[src/hdl/tpsc_pkg.sv]
// constants for the transmit power and synthesizer calibration register slice
package tpsc_pkg;
  localparam logic [5:0] TPSC_ADDR_TX_FRONTEND = 6'h22;
  localparam logic [5:0] TPSC_ADDR_PUMP_CAL = 6'h23;
  localparam logic [5:0] TPSC_ADDR_VCO_CAL = 6'h24;

  localparam int TPSC_PWR_LSB = 0;
  localparam int TPSC_PWR_MSB = 2;
  localparam int TPSC_LOBIAS_LSB = 4;
  localparam int TPSC_LOBIAS_MSB = 5;
  localparam int TPSC_CALCFG_LSB = 6;
  localparam int TPSC_CALCFG_MSB = 7;
  localparam int TPSC_PUMPEN_LSB = 4;
  localparam int TPSC_PUMPEN_MSB = 5;
  localparam int TPSC_PUMPRES_LSB = 0;
  localparam int TPSC_PUMPRES_MSB = 3;
  localparam int TPSC_VCOHI_BIT = 5;
  localparam int TPSC_VCORES_LSB = 0;
  localparam int TPSC_VCORES_MSB = 4;

  localparam logic [2:0] TPSC_PWR_RST = 3'h0;
  localparam logic [1:0] TPSC_LOBIAS_RST = 2'h1;
  localparam logic [1:0] TPSC_CALCFG_RST = 2'h2;
  localparam logic [1:0] TPSC_PUMPEN_RST = 2'h2;
  localparam logic [3:0] TPSC_PUMPRES_RST = 4'h9;
  localparam logic TPSC_VCOHI_RST = 1'b0;
  localparam logic [4:0] TPSC_VCORES_RST = 5'h0A;

  // power step spacing during ramps and keyed shaping
  localparam int TPSC_STEP_TIME_NS = 128;
  localparam int TPSC_CLK_PERIOD_NS = 8;
  localparam logic [7:0] TPSC_STEP_CYCLES =
    8'((TPSC_STEP_TIME_NS + TPSC_CLK_PERIOD_NS - 1) / TPSC_CLK_PERIOD_NS);

  typedef enum logic [2:0] {
    TPSC_RAMP_IDLE = 3'b001,
    TPSC_RAMP_TX = 3'b010,
    TPSC_RAMP_DOWN = 3'b100
  } tpsc_ramp_t;
endpackage

[src/hdl/tpsc_regs.sv]
// transmit power index, ramp sequencer and synthesizer calibration registers
`timescale 1ns/1ps
`default_nettype none
module tpsc_regs (
  input wire logic core_clk,
  input wire logic sys_rst,
  input wire logic cfg_wr_en,
  input wire logic cfg_rd_en,
  input wire logic [5:0] cfg_addr,
  input wire logic [7:0] cfg_wdata,
  output logic [7:0] cfg_rdata_q,
  output logic cfg_rvalid_q,
  input wire logic tx_active,
  input wire logic tx_ask_mode,
  input wire logic tx_symbol,
  input wire logic cal_done,
  input wire logic [3:0] cal_pump_result,
  input wire logic [4:0] cal_vco_result,
  output logic [2:0] pa_table_index_q,
  output logic pa_enable_q,
  output logic [1:0] tx_lo_buffer_bias_q,
  output logic [1:0] synth_cal_config_q,
  output logic pump_cal_stage_en_q,
  output logic [3:0] pump_current_code_q,
  output logic vco_core_high_select_q,
  output logic [4:0] vco_current_code_q
);
  logic [2:0] tx_power_index_q;
  logic [1:0] pump_cal_enable_q;
  logic [7:0] step_cnt_q;
  logic step_tick;
  logic [2:0] target_idx;
  tpsc_pkg::tpsc_ramp_t ramp_q;
  tpsc_pkg::tpsc_ramp_t ramp_d;

  function automatic logic wr_hit(input logic [5:0] addr);
    wr_hit = cfg_wr_en && (cfg_addr == addr);
  endfunction

  function automatic logic [7:0] read_word(input logic [5:0] addr);
    read_word = 8'h00;
    unique case (addr)
      tpsc_pkg::TPSC_ADDR_TX_FRONTEND:
      begin
        read_word[tpsc_pkg::TPSC_PWR_MSB:tpsc_pkg::TPSC_PWR_LSB] = tx_power_index_q;
        read_word[tpsc_pkg::TPSC_LOBIAS_MSB:tpsc_pkg::TPSC_LOBIAS_LSB] = tx_lo_buffer_bias_q;
      end
      tpsc_pkg::TPSC_ADDR_PUMP_CAL:
      begin
        read_word[tpsc_pkg::TPSC_CALCFG_MSB:tpsc_pkg::TPSC_CALCFG_LSB] = synth_cal_config_q;
        read_word[tpsc_pkg::TPSC_PUMPEN_MSB:tpsc_pkg::TPSC_PUMPEN_LSB] = pump_cal_enable_q;
        read_word[tpsc_pkg::TPSC_PUMPRES_MSB:tpsc_pkg::TPSC_PUMPRES_LSB] = pump_current_code_q;
      end
      tpsc_pkg::TPSC_ADDR_VCO_CAL:
      begin
        read_word[tpsc_pkg::TPSC_VCOHI_BIT] = vco_core_high_select_q;
        read_word[tpsc_pkg::TPSC_VCORES_MSB:tpsc_pkg::TPSC_VCORES_LSB] = vco_current_code_q;
      end
      default: read_word = 8'h00;
    endcase
  endfunction

  // reads return one cycle after the strobe; unmapped addresses read zero
  always_ff @(posedge core_clk)
  begin
    if (sys_rst)
    begin
      cfg_rdata_q <= 8'h00;
      cfg_rvalid_q <= 1'b0;
    end
    else
    begin
      cfg_rvalid_q <= cfg_rd_en;
      cfg_rdata_q <= cfg_rd_en ? read_word(cfg_addr) : 8'h00;
    end
  end

  // transmit front-end fields; bits 7:6 and 3 are not stored
  always_ff @(posedge core_clk)
  begin
    if (sys_rst)
    begin
      tx_power_index_q <= tpsc_pkg::TPSC_PWR_RST;
      tx_lo_buffer_bias_q <= tpsc_pkg::TPSC_LOBIAS_RST;
    end
    else if (wr_hit(tpsc_pkg::TPSC_ADDR_TX_FRONTEND))
    begin
      tx_power_index_q <= cfg_wdata[tpsc_pkg::TPSC_PWR_MSB:tpsc_pkg::TPSC_PWR_LSB];
      tx_lo_buffer_bias_q <= cfg_wdata[tpsc_pkg::TPSC_LOBIAS_MSB:tpsc_pkg::TPSC_LOBIAS_LSB];
    end
  end

  // pump calibration register; a finished calibration with the pump stage enabled beats a host write to the current code in the same cycle
  always_ff @(posedge core_clk)
  begin
    if (sys_rst)
    begin
      synth_cal_config_q <= tpsc_pkg::TPSC_CALCFG_RST;
      pump_cal_enable_q <= tpsc_pkg::TPSC_PUMPEN_RST;
      pump_current_code_q <= tpsc_pkg::TPSC_PUMPRES_RST;
      pump_cal_stage_en_q <= (tpsc_pkg::TPSC_PUMPEN_RST != 2'h0);
    end
    else
    begin
      if (wr_hit(tpsc_pkg::TPSC_ADDR_PUMP_CAL))
      begin
        synth_cal_config_q <= cfg_wdata[tpsc_pkg::TPSC_CALCFG_MSB:tpsc_pkg::TPSC_CALCFG_LSB];
        pump_cal_enable_q <= cfg_wdata[tpsc_pkg::TPSC_PUMPEN_MSB:tpsc_pkg::TPSC_PUMPEN_LSB];
        pump_current_code_q <=
          cfg_wdata[tpsc_pkg::TPSC_PUMPRES_MSB:tpsc_pkg::TPSC_PUMPRES_LSB];
      end
      if (cal_done && pump_cal_stage_en_q)
        pump_current_code_q <= cal_pump_result;
      pump_cal_stage_en_q <= (pump_cal_enable_q != 2'h0);
    end
  end

  // vco calibration register; the host current code acts as an override until the next calibration, the core select is never replaced
  always_ff @(posedge core_clk)
  begin
    if (sys_rst)
    begin
      vco_core_high_select_q <= tpsc_pkg::TPSC_VCOHI_RST;
      vco_current_code_q <= tpsc_pkg::TPSC_VCORES_RST;
    end
    else
    begin
      if (wr_hit(tpsc_pkg::TPSC_ADDR_VCO_CAL))
      begin
        vco_core_high_select_q <= cfg_wdata[tpsc_pkg::TPSC_VCOHI_BIT];
        vco_current_code_q <=
          cfg_wdata[tpsc_pkg::TPSC_VCORES_MSB:tpsc_pkg::TPSC_VCORES_LSB];
      end
      if (cal_done)
        vco_current_code_q <= cal_vco_result;
    end
  end

  // free running divider gives the power step rate
  assign step_tick = (step_cnt_q == tpsc_pkg::TPSC_STEP_CYCLES - 8'h01);
  always_ff @(posedge core_clk)
  begin
    if (sys_rst || step_tick)
      step_cnt_q <= 8'h00;
    else
      step_cnt_q <= step_cnt_q + 8'h01;
  end

  always_comb
  begin
    ramp_d = ramp_q;
    target_idx = 3'h0;
    unique case (ramp_q)
      tpsc_pkg::TPSC_RAMP_IDLE:
        if (tx_active)
          ramp_d = tpsc_pkg::TPSC_RAMP_TX;
      tpsc_pkg::TPSC_RAMP_TX:
      begin
        // keyed symbols aim at entry zero or the index; other formats hold the index
        target_idx = (tx_ask_mode && !tx_symbol) ? 3'h0 : tx_power_index_q;
        if (!tx_active)
          ramp_d = tpsc_pkg::TPSC_RAMP_DOWN;
      end
      tpsc_pkg::TPSC_RAMP_DOWN:
        if (tx_active)
          ramp_d = tpsc_pkg::TPSC_RAMP_TX;
        else if (pa_table_index_q == 3'h0)
          ramp_d = tpsc_pkg::TPSC_RAMP_IDLE;
      default: ramp_d = tpsc_pkg::TPSC_RAMP_IDLE;
    endcase
  end

  always_ff @(posedge core_clk)
  begin
    if (sys_rst)
      ramp_q <= tpsc_pkg::TPSC_RAMP_IDLE;
    else
      ramp_q <= ramp_d;
  end

  // one table entry per step keeps the amplifier from jumping between levels
  always_ff @(posedge core_clk)
  begin
    if (sys_rst)
    begin
      pa_table_index_q <= 3'h0;
      pa_enable_q <= 1'b0;
    end
    else
    begin
      pa_enable_q <= (ramp_d != tpsc_pkg::TPSC_RAMP_IDLE);
      if (step_tick && pa_table_index_q < target_idx)
        pa_table_index_q <= pa_table_index_q + 3'h1;
      else if (step_tick && pa_table_index_q > target_idx)
        pa_table_index_q <= pa_table_index_q - 3'h1;
    end
  end

  property p_pwr_write;
    @(posedge core_clk) disable iff (sys_rst)
    wr_hit(tpsc_pkg::TPSC_ADDR_TX_FRONTEND) |=> tx_power_index_q == $past(cfg_wdata[2:0]);
  endproperty
  a_pwr_write: assert property (p_pwr_write) else $error("power index not written");

  property p_key_one;
    @(posedge core_clk) disable iff (sys_rst)
    (ramp_q == tpsc_pkg::TPSC_RAMP_TX && tx_active && (!tx_ask_mode || tx_symbol)
     && step_tick && pa_table_index_q < tx_power_index_q)
    |=> pa_table_index_q == $past(pa_table_index_q) + 3'h1;
  endproperty
  a_key_one: assert property (p_key_one) else $error("no step up toward index");

  property p_key_zero;
    @(posedge core_clk) disable iff (sys_rst)
    (ramp_q == tpsc_pkg::TPSC_RAMP_TX && tx_ask_mode && !tx_symbol && step_tick
     && pa_table_index_q != 3'h0)
    |=> pa_table_index_q == $past(pa_table_index_q) - 3'h1;
  endproperty
  a_key_zero: assert property (p_key_zero) else $error("no step down toward zero");

  property p_step_paced;
    @(posedge core_clk) disable iff (sys_rst)
    $changed(pa_table_index_q) |-> $past(step_tick);
  endproperty
  a_step_paced: assert property (p_step_paced) else $error("index moved without tick");

  property p_ramp_end;
    @(posedge core_clk) disable iff (sys_rst)
    (ramp_q == tpsc_pkg::TPSC_RAMP_DOWN && !tx_active && pa_table_index_q == 3'h0)
    |=> ramp_q == tpsc_pkg::TPSC_RAMP_IDLE && !pa_enable_q;
  endproperty
  a_ramp_end: assert property (p_ramp_end) else $error("ramp down did not finish");

  property p_bias_write;
    @(posedge core_clk) disable iff (sys_rst)
    wr_hit(tpsc_pkg::TPSC_ADDR_TX_FRONTEND) |=> tx_lo_buffer_bias_q == $past(cfg_wdata[5:4]);
  endproperty
  a_bias_write: assert property (p_bias_write) else $error("bias not written");

  property p_cfg_write;
    @(posedge core_clk) disable iff (sys_rst)
    wr_hit(tpsc_pkg::TPSC_ADDR_PUMP_CAL) |=> synth_cal_config_q == $past(cfg_wdata[7:6]);
  endproperty
  a_cfg_write: assert property (p_cfg_write) else $error("cal config not written");

  property p_pump_gated;
    @(posedge core_clk) disable iff (sys_rst)
    (cal_done && !pump_cal_stage_en_q && !wr_hit(tpsc_pkg::TPSC_ADDR_PUMP_CAL))
    |=> $stable(pump_current_code_q);
  endproperty
  a_pump_gated: assert property (p_pump_gated) else $error("pump result without enable");

  property p_pump_store;
    @(posedge core_clk) disable iff (sys_rst)
    (cal_done && pump_cal_stage_en_q) |=> pump_current_code_q == $past(cal_pump_result);
  endproperty
  a_pump_store: assert property (p_pump_store) else $error("pump result lost");

  property p_vco_store;
    @(posedge core_clk) disable iff (sys_rst)
    cal_done |=> vco_current_code_q == $past(cal_vco_result);
  endproperty
  a_vco_store: assert property (p_vco_store) else $error("vco result lost");

  property p_vco_override;
    @(posedge core_clk) disable iff (sys_rst)
    (wr_hit(tpsc_pkg::TPSC_ADDR_VCO_CAL) && !cal_done)
    |=> vco_current_code_q == $past(cfg_wdata[4:0])
        && vco_core_high_select_q == $past(cfg_wdata[5]);
  endproperty
  a_vco_override: assert property (p_vco_override) else $error("vco override lost");

  property p_reserved_zero;
    @(posedge core_clk) disable iff (sys_rst)
    (cfg_rd_en && cfg_addr == tpsc_pkg::TPSC_ADDR_TX_FRONTEND)
    |=> cfg_rdata_q[7:6] == 2'h0 && !cfg_rdata_q[3];
  endproperty
  a_reserved_zero: assert property (p_reserved_zero) else $error("reserved bits set");
endmodule
`default_nettype wire

[config.mk]
export PLATFORM = sky130hd
export DESIGN_NAME = tpsc_regs
export DESIGN_NICKNAME = d
export VERILOG_FILES = /design/src/hdl/tpsc_pkg.sv /design/src/hdl/tpsc_regs.sv
export SDC_FILE = /design/constraint.sdc
export NUM_CORES = 1
export LEC_CHECK = 0
export BUFFER_PORTS_ARGS = -buffer_cell sky130_fd_sc_hd__buf_2
export CAP_MARGIN = 10
export CELL_PAD_IN_SITES_DETAIL_PLACEMENT = 1
export CELL_PAD_IN_SITES_GLOBAL_PLACEMENT = 2
export CORE_MARGIN = 2
export CORE_UTILIZATION = 27
export DETAILED_ROUTE_END_ITERATION = 10
export PLACE_DENSITY = 0.72
export SLEW_MARGIN = 40
export SYNTH_ARGS = -nofsm -noshare
export SYNTH_HDL_FRONTEND = slang
export SYNTH_SLANG_ARGS = --single-unit
[constraint.sdc]
create_clock -name core_clk -period 2.7 [get_ports core_clk]
set_clock_uncertainty 0.05 [all_clocks]
set_input_delay 0.54 -clock core_clk [delete_from_list [all_inputs] [get_ports core_clk]]
set_output_delay 0.54 -clock core_clk [all_outputs]
set_load 0.02 [all_outputs]
Word level (Yosys, flattened, before mapping)

Index checks and enable logic that the tools add are counted.

Register bits: 44

$add $sub $neg: 3
Order comparisons: 2
Equal/unequal tests: 8
Muxes and demuxes: 16
Bitwise operators: 2
Reductions and logical operators: 16

Operators by type and width:

| kind                                             | number |
|---|---|
| two-way mux 3 bit                                | 8 |
| == test 6 bit, second input constant             | 3 |
| one-hot mux 3 bit (3 select lines)               | 2 |
| two-way mux 5 bit                                | 2 |
| adder 8 x 1 -> 8 bit, second input constant      | 1 |
| == test 8 x 4 -> 1 bit, second input constant    | 1 |
| two-way mux 4 bit                                | 2 |
| nonzero test 2 bit                               | 4 |
| logical AND 1 bit                                | 7 |
| one-hot mux 2 bit (3 select lines)               | 1 |
| adder 3 x 1 -> 3 bit, second input constant      | 1 |
| == test 3 x 1 -> 1 bit, second input constant    | 1 |
| == test 3 x 2 -> 1 bit, second input constant    | 1 |
| == test 3 bit, second input constant             | 1 |
| > comparator 3 bit                               | 1 |
| logical NOT 3 bit                                | 1 |
| < comparator 3 bit                               | 1 |
| != test 3 x 1 -> 1 bit, second input constant    | 1 |
| OR reduction 3 bit                               | 1 |
| subtractor 3 x 1 -> 3 bit, second input constant | 1 |
| inverter 1 bit                                   | 2 |
| one-hot mux 1 bit (2 select lines)               | 1 |
| OR reduction 2 bit                               | 1 |
| logical NOT 1 bit                                | 1 |
| logical OR 1 bit                                 | 1 |

Depth between registers and ports, before layout

Depth after elaboration: 8
Gate-level depth with buffers: 13
Gate-level depth less buffers: 13

Least setup slack after synthesis

OpenSTA, ideal clock, no wires.

Path type: input-to-reg
Start: in tx_symbol
End: reg pa_table_index_q[2]
Library setup time: 137 ps
Arrival time: 2505 ps
Required time: 2513 ps
Slack: 8 ps
Stages: 12
Cells stage by stage: inv_1 a21oi_1 nand2_1 ha_1 a21oi_1 and2_1 nand2_1 fa_1 a31oi_1 a2111oi_0 a41oi_1 o311ai_2

Cells in the longest elaborated chain, start to end: 7
Elaborated cells on any way between the ends: 10
Those cells by class: order compare (2); mux (3); reduce/logical (5)

RTL lines:

| item                                                            | RTL line                           | RTL |
|---|---|---|
| start: declaration                                              | tpsc_regs.sv:15                    | `input wire logic tx_symbol,` |
| logical NOT 1 bit *                                             | tpsc_regs.sv:160                   | `target_idx = (tx_ask_mode && !tx_symbol) ? 3'h0 : tx_power_index_q;` |
| logical AND 1 bit *                                             | tpsc_regs.sv:160                   |  |
| two-way mux 3 bit *                                             | tpsc_regs.sv:160                   |  |
| two-way mux 3 bit *                                             | tpsc_regs.sv:153                   | `unique case (ramp_q)` |
| < comparator 3 bit / > comparator 3 bit (equally long branches) | tpsc_regs.sv:192, tpsc_regs.sv:194 |  |
| logical AND 1 bit, on equally long branches                     | tpsc_regs.sv:192, tpsc_regs.sv:194 |  |
| two-way mux 3 bit / nonzero test 2 bit (equally long branches)  | -                                  |  |
| end signal: assignment                                          | tpsc_regs.sv:193                   | `pa_table_index_q <= pa_table_index_q + 3'h1;` |
| end signal: assignment                                          | tpsc_regs.sv:195                   | `pa_table_index_q <= pa_table_index_q - 3'h1;` |
| end: declaration                                                | tpsc_regs.sv:19                    | `output logic [2:0] pa_table_index_q,` |

Mark *: on every way between the ends. The rest lies on a longest branch, timed or not.
A chain may end at the register's enable or synchronous reset.

Worst setup path after layout

Start: reg ramp_q[0]
End: reg pa_table_index_q[2]

Cells in the longest elaborated chain, start to end: 5
Elaborated cells on any way between the ends: 8
Those cells by class: order compare (2); eq/ne (1); mux (2); reduce/logical (3)

RTL lines:

| item                                                            | RTL line                           | RTL |
|---|---|---|
| start: declaration                                              | tpsc_regs.sv:33                    | `tpsc_pkg::tpsc_ramp_t ramp_q;` |
| start signal: assignment                                        | tpsc_regs.sv:176                   | `ramp_q <= tpsc_pkg::TPSC_RAMP_IDLE;` |
| start signal: assignment                                        | tpsc_regs.sv:178                   | `ramp_q <= ramp_d;` |
| == test 3 x 2 -> 1 bit *                                        | tpsc_regs.sv:153                   |  |
| two-way mux 3 bit *                                             | tpsc_regs.sv:153                   |  |
| < comparator 3 bit / > comparator 3 bit (equally long branches) | tpsc_regs.sv:192, tpsc_regs.sv:194 |  |
| logical AND 1 bit, on equally long branches                     | tpsc_regs.sv:192, tpsc_regs.sv:194 |  |
| two-way mux 3 bit / nonzero test 2 bit (equally long branches)  | -                                  |  |

Marked as above.

==> impl_metrics.csv <==
group,metric,value,unit
clock_tree,clockBufferDepth,2,
clock_tree,clock_latency,0.30,ns
synthesis,yosysTopAreaCellShare,44.4,%
synthesis,synthTopCellsByArea,"dfxtp_1 (44%), nor2_1 (5.7%), mux2i_1 (5.6%), mux2_2 (3.4%), nand2_1 (3.2%)",
clock_tree,path_clk_slew,0.09,ns
synthesis,ys_warn_count,0,
clock_tree,cts_max_level,2,
pwr,leakage,1.12,nW
synthesis,synth_top_family_by_area,"simple AND/OR/NAND/NOR gates",
synthesis,ys_seq_area_share,44.4,%
critical_path,worst_path_most_repeated_cell,"nand2_2",
critical_path,worst_r2r_startpoint,"ramp_q[0]$_SDFF_PP1_",
critical_path,crit_required,2.86,ns
critical_path,path_buf_inv,2,
synthesis,synth_area_leader_cell,"dfxtp_1",
floorplanning,ios,59,
finish,post-route-util,37.1,%
pwr,ir_drop,0.213,mV
pwr,p_per_area,553,mW/mm2
critical_path,critPathArrivalTime,2.71,ns
flow_run,max_cap_viol_count,0,
pwr,switching_share,26.9,%
sta,min_period,2.54,ns
critical_path,crit_family,"adder cells",
critical_path,start_kind,"register",
grt,grt_pass1_vias,1778,
critical_path,crit_type,"reg2reg",
outcome,status,"complete, no violations",
detailed_routing,wl_per_cell,14.3,um
pwr,switching_power,0.396,mW
pwr,combPwrFrac,18.4,%
detailed_routing,ant_nets,0,
worst_hold_path,worstHoldStart,"tx_active",
finish,final_area,0.00267,mm2
critical_path,cpPeakStageDelay,0.39,ns
sta,setup_tns,0,ns
critical_path,cp-end-kind,"register",
detailed_routing,wl,5450,um
sta,finalCritPeriodShare,94.2,%
critical_path,regToRegSetupSlack,0.16,ns
synthesis,synth_xor_area_share,2.65,%
finish,multi_input_area,0.00113,mm2
synthesis,syn-num-nets,247,
clock_tree,clock_sinks,44,
pwr,pwr-share-clk,34.6,%
critical_path,crit_slowest_cell,"fa_2",
critical_path,worstPathCellList,"nor2_1 > nand2_1 > a21oi_4 > nand2_2 > ha_4 > nand3b_1 > and2_4 > nand2_2 > fa_2 > a31oi_4 > buf_6 > buf_4 > a41oi_2 > o311ai_2",
finish,drive_gt1_share,36.3,%
synthesis,synth_compound_gate_area_share,13.4,%
grt,antenna_found_initial,0,
worst_hold_path,whs_path_depth,2,
floorplanning,floorplan.rows,31,
sta,finalMaxSlewViolations,0,
placement,hpwl,4130,um
floorplanning,fp.dieW,89.7,um
sta,fmax,393,MHz
sta,timing.final.hold_violations,0,
grt,overflow,0,
placement,port_buffers,58,
detailed_routing,first_pass_iters,4,
sta,slew_headroom,60.1,%
sta,setup_viol_count_final,0,
finish,finalNonFillerCells,380,
finish,final_common_cell,"buf_2",
pwr,power.total,1.47,mW
grt,grt_use_total,13.8,%
synthesis,ys_ff_latch,44,
critical_path,critical_path_peak_fanout,3,
placement,dpl_cell_area,0.00244,mm2
synthesis,syn_inst,211,
sta,worstMarginPinSlew,0.599,ns
placement,place_congestion,0.779,
clock_tree,numCtsBuffers,5,
pwr,p_seq_share,46.9,%
clock_tree,cts_tree,"built",
finish,final_nets,316,
synthesis,synthMuxAreaShare,9.53,%
finish,fillers,850,
synthesis,ys_types,49,
detailed_routing,drtIter0Drc,28,
grt,grt_pass1_wl,8990,um
finish,syn2layout_area_growth,34.4,%
synthesis,synthSimpleGateAreaFrac,23.1,%
synthesis,synth_area,0.00198,mm2
floorplanning,die-area,0.00805,mm2
critical_path,reg2reg_to,"pa_table_index_q[2]$_SDFFE_PP0P_",
grt,grt_max_degree,28,
synthesis,synthAdderAreaFrac,3.53,%
floorplanning,coreArea,0.00718,mm2
detailed_routing,num_vias,1773,
finish,num_antenna_cells,0,
clock_tree,cts.hold.buffers_added,0,
floorplanning,dieHeight,89.7,um
critical_path,worstRegToRegCells,14,
detailed_routing,via_per_inst,4.67,
finish,register_area,882,um2
worst_hold_path,min_path_type,"in2reg",
clock_tree,clock-root-buffer,"clkbuf_8",
floorplanning,start_util,27.6,%
placement,dp_cells,371,
synthesis,postSynthAreaPerCell,9.40,um2
detailed_routing,route.detailed.drc,0,
finish,final_cell_mix,"buf_2 (58), dfxtp_1 (43), nor2_1 (30), nand2_1 (15)",
pwr,p_int,1.08,mW
worst_hold_path,whs_endpoint,"ramp_q[2]$_SDFF_PP0_",
[cells by family after synthesis]
group	after synthesis
adders and majority gates	5
DFF	44
xor gates and xnor gates	6
AOI/OAI and AO/OA	35
buffers and inverters	16
and+or+nand+nor	87
muxes	18
[layer usage]
layer,vias up,track usage [%],part of all wire [%]
li1,887,-,-
met1,846,17.6,47
met2,30,23.0,48
met3,10,3.19,3.5
met4,0,4.74,1.5
met5,-,0,0
[worst reg2reg max path: cells and delay by family, from the launching register on]
kind                       cells  cell delay [ns]
AOI/OAI and AO/OA              4             0.57
adders and majority gates      2             0.66
buffers and inverters          2             0.22
DFF                            1             0.33
and+or+nand+nor                6             0.64
[cell usage after synthesis (all sizes together)]
master and instances:
a2111oi 1, a211o 3, a211oi 2, a21oi 7, a22oi 6, a311oi 3, a31oi 1, a41oi 1
and2 5, and3 5, and4 1, buf 7, clkbuf 1, dfxtp 44, fa 1, ha 4
inv 8, mux2 7, mux2i 11, nand2 17, nand2b 3, nand3 4, nand3b 1, nand4 1
nand4b 1, nor2 31, nor2b 3, nor3 3, nor3b 2, nor4 1, o21a 3, o21ai 2
o22ai 1, o311a 2, o311ai 1, o31ai 1, o32a 1, or2 1, or3 3, or4 5
xnor2 3, xor2 3
[timing repair]
item	in CTS	in global routing
gates resized for setup	6	12
pin swaps	2	6
setup endpoints to repair	1	1
buffers inserted	1	0
[sequential cells by signal, indices dropped and copies added (netlist names)]
| name | flops |
|---|---|
| cfg_rdata_q | 8 |
| step_cnt_q | 8 |
| vco_current_code_q | 5 |
| pump_current_code_q | 4 |
| pa_table_index_q | 3 |
| ramp_q | 3 |
| tx_power_index_q | 3 |
| pump_cal_enable_q | 2 |
| synth_cal_config_q | 2 |
| tx_lo_buffer_bias_q | 2 |
| cfg_rvalid_q | 1 |
| pa_enable_q | 1 |
| pump_cal_stage_en_q | 1 |
| vco_core_high_select_q | 1 |
[area by class of cell]
cell class	instances	area share [%]
Multi-Input combinational cell	151	42.5
Sequential cell	44	33.1
Inverter	8	1.13
Timing Repair Buffer	70	14.4
Tap cell	99	4.65
Clock buffer	5	2.58
Clock inverter	3	1.60
[how the worst max path moves through the flow]
stage / from / to / slack (ns) / cells past startpoint
2_1_floorplan: tx_symbol / pa_table_index_q[2]$_SDFFE_PP0P_ / 0.008 / 12
3_3_place_gp: tx_symbol / pa_table_index_q[2]$_SDFFE_PP0P_ / -0.19 / 13
3_5_place_dp: tx_symbol / pa_table_index_q[2]$_SDFFE_PP0P_ / -0.36 / 13
4_1_cts: ramp_q[0]$_SDFF_PP1_ / pa_table_index_q[2]$_SDFFE_PP0P_ / 0.01 / 13
5_1_grt: ramp_q[0]$_SDFF_PP1_ / pa_table_index_q[2]$_SDFFE_PP0P_ / -0.007 / 14
6_report: ramp_q[0]$_SDFF_PP1_ / pa_table_index_q[2]$_SDFFE_PP0P_ / 0.16 / 14
[power groups by stage]
| stage | Sequential, mW | Clock [mW] | Combinational [mW] |
|---|---|---|---|
| final | 0.691 | 0.510 | 0.272 |
| after global routing | 0.696 | 0.560 | 0.298 |
| after CTS | 0.692 | 0.532 | 0.231 |
| after detailed placement | 0.705 | 0 | 0.213 |
| after global placement | 0.705 | 0 | 0.210 |
| after floorplan | 0.722 | 0 | 0.0969 |
[stage by stage]
stage          setup slack, ns  hold WS [ns]
2_1_floorplan          0.00786         0.363
3_3_place_gp            -0.193         0.377
3_5_place_dp            -0.360         0.387
4_1_cts                 0.0125         0.359
5_1_grt               -0.00667         0.365
6_report                 0.157         0.369
No activity file was read; power rests on OpenSTA's default activity.
